`config.mk`:
```
export PLATFORM = sky130hd
export DESIGN_NAME = windowed_watchdog_timer
export DESIGN_NICKNAME = d
export VERILOG_FILES = /design/src/rtl/windowed_watchdog_timer.v
export VERILOG_INCLUDE_DIRS = /design/src /design/src/rtl
export SDC_FILE = /design/constraint.sdc
export NUM_CORES = 1
export LEC_CHECK = 0
export ABC_CLOCK_PERIOD_IN_PS = 2500
export BUFFER_PORTS_ARGS = -buffer_cell sky130_fd_sc_hd__buf_2
export CORE_MARGIN = 2
export CORE_UTILIZATION = 39
export CTS_CLUSTER_DIAMETER = 30
export CTS_CLUSTER_SIZE = 24
export DETAILED_ROUTE_END_ITERATION = 7
export PLACE_DENSITY = 0.58
export SYNTH_ARGS = -nofsm -noshare
export SYNTH_HDL_FRONTEND = slang
export SYNTH_SLANG_ARGS = --single-unit
export TNS_END_PERCENT = 20
```
`constraint.sdc`:
```
create_clock -name CLOCK -period 2.5 [get_ports CLOCK]
set_input_delay 0.5 -clock CLOCK [delete_from_list [all_inputs] [get_ports CLOCK]]
set_output_delay 0.5 -clock CLOCK [all_outputs]
set_load 0.005 [all_outputs]
```
`src/rtl/wdog_defs.vh`:
```
`ifndef WDOG_DEFS_VH
`define WDOG_DEFS_VH
// register offsets
`define OFS_COMMAND      4'h0
`define OFS_SETUP        4'h4
`define OFS_FLAGS        4'h8
// command register fields
`define KEY_MSB          31
`define KEY_LSB          24
`define UNLOCK_KEY_VALUE 8'hA5
`define KICK_BIT         0
// setup register fields and reset value
`define SETUP_RESET      32'h3FFF_2FFF
`define RELOAD_MSB       11
`define RELOAD_LSB       0
`define FAULT_IRQ_EN     12
`define FAULT_RST_EN     13
`define CORE_ONLY_SEL    14
`define TIMER_OFF        15
`define WINDOW_MSB       27
`define WINDOW_LSB       16
`define DEBUG_HALT       28
`define IDLE_HALT        29
`define SETUP_MASK       32'h3FFF_FFFF
// flags register fields
`define UNDERFLOW_FLAG   0
`define WINDOW_ERR_FLAG  1
// timing
`define SLOW_DIV         128
`define PRESCALE_W       7
`endif

```
`src/rtl/windowed_watchdog_timer.v`:
```
// The strobed register port was decided locally.
`timescale 1ns/1ns
`include "wdog_defs.vh"
// Contract
// - 12-bit down counter loaded from reload value
// - decrement every 128 slow clock ticks
// - reset reload 0xFFF, fault reset enabled
// - processor reset restores initial values, unlocks setup
// - setup register accepts only first write
// - accepted setup write reloads and restarts counter
// - keyed kick reloads counter, restarts prescaler
// - command write without key does nothing
// - underflow sets flag, fault if enabled
// - early kick sets error flag and fault
// - window limit >= reload disables window check
// - flags raise interrupt only when enabled
// - watchdog reset clears both flags
// - flags read clears flags, interrupt, fault
// - counter pauses in debug or idle if halted
// - kick needs key 0xA5 in top byte
// - core-only select picks processor or all resets
// - halt bit one stops, zero keeps running
module windowed_watchdog_timer (
  // clock, reset, enable
  input  wire        CLOCK,
  input  wire        NRST,
  input  wire        CE,
  // slow clock and processor state (asynchronous pins)
  input  wire        SLOW_CLK,
  input  wire        DEBUG_STATE,
  input  wire        IDLE_STATE,
  // register port
  input  wire [3:0]  ADDR,
  input  wire [31:0] WDATA,
  input  wire        WR,
  input  wire        RD,
  output reg  [31:0] RDATA,
  // towards interrupt and reset controllers
  output reg         IRQ,
  output reg         FAULT,
  output reg         FAULT_CORE_ONLY,
  output reg  [11:0] COUNT
);

  reg  [1:0]  slow_sync_q;
  reg  [1:0]  dbg_sync_q;
  reg  [1:0]  idle_sync_q;
  reg         slow_prev_q;
  reg  [`PRESCALE_W-1:0] prescale_q;
  reg  [`PRESCALE_W-1:0] prescale_d;
  reg  [31:0] setup_q;
  reg  [31:0] setup_d;
  reg         locked_q;
  reg         locked_d;
  reg  [11:0] count_q;
  reg  [11:0] count_d;
  reg         unf_q;
  reg         unf_d;
  reg         err_q;
  reg         err_d;
  reg         fault_d;
  reg  [31:0] rdata_d;
  wire        slow_rise;
  wire        wr_setup;
  wire        kick;
  wire        halted;
  wire        tick;
  wire        early;

  // ignores don't-care bits so reads show only implemented fields
  function [31:0] flags_word;
    input u;
    input e;
    begin
      flags_word = 32'h0000_0000;
      flags_word[`UNDERFLOW_FLAG]  = u;
      flags_word[`WINDOW_ERR_FLAG] = e;
    end
  endfunction

  assign slow_rise = slow_sync_q[1] & ~slow_prev_q;
  assign wr_setup  = WR & (ADDR == `OFS_SETUP) & ~locked_q;
  assign kick      = WR & (ADDR == `OFS_COMMAND) & WDATA[`KICK_BIT] &
                     (WDATA[`KEY_MSB:`KEY_LSB] == `UNLOCK_KEY_VALUE);
  // a halt bit of one stops the counter in that state
  assign halted    = (setup_q[`DEBUG_HALT] & dbg_sync_q[1]) |
                     (setup_q[`IDLE_HALT] & idle_sync_q[1]);
  assign tick      = slow_rise & (prescale_q == {`PRESCALE_W{1'b1}}) &
                     ~setup_q[`TIMER_OFF] & ~halted;
  // the check runs even with the timer off; limit >= reload never fails
  assign early     = count_q > setup_q[`WINDOW_MSB:`WINDOW_LSB];

  always @* begin
    prescale_d = prescale_q;
    setup_d    = setup_q;
    locked_d   = locked_q;
    count_d    = count_q;
    unf_d      = unf_q;
    err_d      = err_q;
    fault_d    = FAULT;
    rdata_d    = 32'h0000_0000;
    // reading the flags clears them; a same-cycle event still wins below
    if (RD && ADDR == `OFS_FLAGS) begin
      rdata_d = flags_word(unf_q, err_q);
      unf_d   = 1'b0;
      err_d   = 1'b0;
      fault_d = 1'b0;
    end else if (RD && ADDR == `OFS_SETUP) begin
      rdata_d = setup_q;
    end
    if (slow_rise)
      prescale_d = prescale_q + {{(`PRESCALE_W-1){1'b0}}, 1'b1};
    if (tick) begin
      if (count_q == 12'h000) begin
        unf_d = 1'b1;
        if (setup_q[`FAULT_RST_EN])
          fault_d = 1'b1;
        count_d = setup_q[`RELOAD_MSB:`RELOAD_LSB];
      end else begin
        count_d = count_q - 12'h001;
      end
    end
    if (wr_setup) begin
      setup_d    = WDATA & `SETUP_MASK;
      locked_d   = 1'b1;
      count_d    = WDATA[`RELOAD_MSB:`RELOAD_LSB];
      prescale_d = {`PRESCALE_W{1'b0}};
    end else if (kick) begin
      if (early) begin
        err_d   = 1'b1;
        fault_d = 1'b1;
      end else begin
        count_d    = setup_q[`RELOAD_MSB:`RELOAD_LSB];
        prescale_d = {`PRESCALE_W{1'b0}};
      end
    end
  end

  // NRST is the processor/watchdog reset: restores defaults and unlocks
  always @(posedge CLOCK or negedge NRST) begin
    if (!NRST) begin
      slow_sync_q <= 2'b00;
      dbg_sync_q  <= 2'b00;
      idle_sync_q <= 2'b00;
      slow_prev_q <= 1'b0;
      prescale_q  <= {`PRESCALE_W{1'b0}};
      setup_q     <= `SETUP_RESET;
      locked_q    <= 1'b0;
      count_q     <= 12'hFFF;
      unf_q       <= 1'b0;
      err_q       <= 1'b0;
      FAULT       <= 1'b0;
      FAULT_CORE_ONLY <= 1'b0;
      IRQ         <= 1'b0;
      RDATA       <= 32'h0000_0000;
      COUNT       <= 12'hFFF;
    end else if (CE) begin
      slow_sync_q <= {slow_sync_q[0], SLOW_CLK};
      dbg_sync_q  <= {dbg_sync_q[0], DEBUG_STATE};
      idle_sync_q <= {idle_sync_q[0], IDLE_STATE};
      slow_prev_q <= slow_sync_q[1];
      prescale_q  <= prescale_d;
      setup_q     <= setup_d;
      locked_q    <= locked_d;
      count_q     <= count_d;
      unf_q       <= unf_d;
      err_q       <= err_d;
      FAULT       <= fault_d;
      FAULT_CORE_ONLY <= setup_d[`CORE_ONLY_SEL];
      IRQ         <= setup_d[`FAULT_IRQ_EN] & (unf_d | err_d);
      RDATA       <= rdata_d;
      COUNT       <= count_d;
    end
  end

endmodule // windowed_watchdog_timer

```
==> metrics <==
status=finished, final reports clean; Slew @ Worst Pin=583.4 ps; vias per cell=5.224; sequential area share after synthesis=50.48%; num ports=91; ant diodes=0; Max Fclk=0.4197 GHz; total track usage=18.93%; clock tree from TritonCTS=done; Die ar.=0.01270 sq mm; placement row count=39; DRT met1 WL=5085 microns; synth top area cells=dfrtp_1 28%, dfstp_2 22%, nand2_1 7.5%; RSZ-0062 raised after global routing=no; internal power=3.033 mW; Pre-antenna DRT Iters=6; die height=112.7 microns; Clk Latency, worst-skew pair=350 ps; post_cts resized=0; total CTS buffers=9; Max Root-Sink Buffers=2; Comb power frac=18.6%; Arr. time, crit path=2660 ps; Leak=2.680 nW; DP Area=0.005245 sq mm; initial DRC count=184; GRT Residual Overflow=0; Syn Area/Cell=9.309 sq um; cell taking the most area after synthesis=dfrtp_1; worst-path fanout max=11; Starting Density=40.19%; Syn Inst Count=495; Startpoint Class=flip-flop; kind of critical path=flip-flop to flip-flop; Relative slew margins=61.02%; ys async rst share=100.0%; global-route wire length before repair=18930 microns; max-cap violations=0; Clk pin slew, worst setup/hold paths=60 ps; vias in the first global route=3719; Synth top area share=28.24%; root buffer cell=clkbuf_16; DR WL met2=5227 microns; max layer used=met4; Worst EP required=2780 ps; Placer Congestion=0.9369; largest net degree at the start of global routing=59; period utilization=95.30%; power per cell area=759.7 mW/mm^2; Port Buffers=88; Inst Count DP=713; Post-synth EDFFs=0; final instance area=0.005573 sq mm; nets=640; most frequent cell after synthesis=nand2_1; Remaining DRCs=0; initial antenna violation count=0; Yosys cell types=54; DRT antenna net count=0; met3 wire len=772 microns; peak supply drop=0.5281 mV; final hold slack=98.63 ps; hold crit path type=input port to asynchronous set/reset pin; CTS Sinks=91; final std cells w/o fill=729; Primary FF master, synth=dfrtp_1; Synth Register Bits=91; Clock power frac=35.2%; Routed WL per cell=15.57 microns; Synth Cell Area=0.004608 sq mm; minimum clock period=2383 ps; Worst setup EP type=flip-flop; post-DP HPWL=8268 microns; Sw Pwr=1.200 mW; drt total wl=11350 microns; Slew Limit Fails=0; CORE AREA=0.01147 sq mm; final number of setup-violating endpoints=0; via count=3808; die width=112.7 microns; synthesis warning total=0; H-tree level count=3; Fin. Hold Viols=0; area grow syn2layout=20.93%; setup TNS=0 ps; Switching Fraction=28.35%; layout cells sized above 1=29.18%; Sequential Power Share=46.2%; Post-synth top cells=92 x nand2_1, 52 x dfrtp_1, 50 x inv_1, 50 x o21ai_0, 39 x dfstp_2; Setup Skew=6.624 ps
## per-stage QoR
step                power [mW]  setup WS (ps)  utilization [%]
floorplan                2.466          339.6                -
global placement         2.740          161.1            45.74
detailed placement       2.772          109.6            45.74
finish                   4.234          117.4            48.60
CTS                      4.280          101.5            48.60
global route             4.485          2.647            48.60
## registers in the layout, indices dropped and copies added, names as in the netlist
register         flops
RDATA               30
slow_sync_q          2
FAULT                1
setup_q             29
err_q                1
prescale_q           7
count_q             12
unf_q                1
FAULT_CORE_ONLY      1
IRQ                  1
locked_q             1
slow_prev_q          1
dbg_sync_q           2
idle_sync_q          2
## worst max-delay path, cell delays in order (launching register included)
cell	delay (ps)
dfstp_2	540
inv_1	50
ha_1	290
nand4_1	160
a211o_1	320
a31o_1	210
a21oi_2	180
buf_12	160
nor2_1	60
a221o_1	350
## cell type report
cell class / count / area (sq um)
sequential: 91 / 2326
tap: 143 / 178.9
fill: 1116 / 5894
timing repair buffer: 100 / 570.5
inverter: 50 / 187.7
clock buffer: 11 / 252.7
multi-input combinational: 329 / 1982
clock inverter: 5 / 75.07
## cell usage in the layout, fill, tap and decap left out, types with 3 or more instances in the layout
master / netlist / routed
nand2_1: 92 / 92
buf_2: 6 / 87
dfrtp_1: 52 / 52
inv_1: 50 / 50
o21ai_0: 50 / 50
dfstp_2: 39 / 39
nand3_1: 35 / 35
ha_1: 15 / 15
nor2_1: 14 / 14
a21oi_1: 13 / 13
buf_4: 2 / 10
o221ai_1: 9 / 9
clkbuf_16: 0 / 9
nor2b_1: 8 / 8
mux2_2: 7 / 7
nor3_1: 7 / 7
xnor2_1: 7 / 7
mux2i_1: 7 / 7
nand4_1: 5 / 5
nand2b_1: 5 / 5
nor3b_1: 5 / 4
a21o_1: 4 / 4
and2_1: 3 / 3
o22ai_1: 3 / 3
a211oi_1: 3 / 3
nor4_1: 3 / 3
clkinv_2: 0 / 3
buf_12: 0 / 3
## path summary, 6_finish.rpt
path / start / end / slack, ps / cells past startpoint
max: setup_q[27] / count_q[0] / 120 / 9
min: NRST / RDATA[9] / 100 / 1
max reg2reg: setup_q[27] / count_q[0] / 120 / 9
min reg2reg: setup_q[11] / setup_q[11] / 470 / 2
max in group asynchronous: NRST / count_q[4] / 1690 / 2
min in group CLOCK: WDATA[16] / setup_q[16] / 330 / 3
## metal layers
layer	global-route usage, %	up-vias
met5	0	-
met4	8.293	0
met3	3.964	19
met2	28.50	126
met1	26.54	1804
li1	-	1859
## power groups by stage
| stage | combinational, mW | sequential, mW | clock (mW) |
|---|---|---|---|
| finish | 0.789 | 1.96 | 1.49 |
| global route | 0.918 | 1.98 | 1.58 |
| CTS | 0.797 | 1.96 | 1.53 |
| detailed placement | 0.794 | 1.98 | 0 |
| global placement | 0.770 | 1.97 | 0 |
| floorplan | 0.543 | 1.92 | 0 |
## cell families (layout without fill, tap and decap cells)
| family | count (synthesis) | count (layout) | share of synthesized area, % |
|---|---|---|---|
| AOI/OAI and AO/OA | 99 | 99 | 13.03 |
| xor gates and xnor gates | 7 | 7 | 1.330 |
| adders and majority gates | 15 | 15 | 4.073 |
| buffers and inverters | 76 | 166 | 6.706 |
| DFF | 91 | 91 | 50.48 |
| muxes | 14 | 14 | 3.231 |
| other | 1 | 2 | 0.08138 |
| and+or+nand+nor | 192 | 192 | 21.07 |
## timing repair
| action | 4_1_cts | 5_1_grt |
|---|---|---|
| setup endpoints to repair | 0 | 1 |
| hold buffers | 0 | 0 |
| endpoints found under the hold margin | 0 | 0 |
| setup buffers | 0 | 0 |
(Power assumes the default switching activity.)
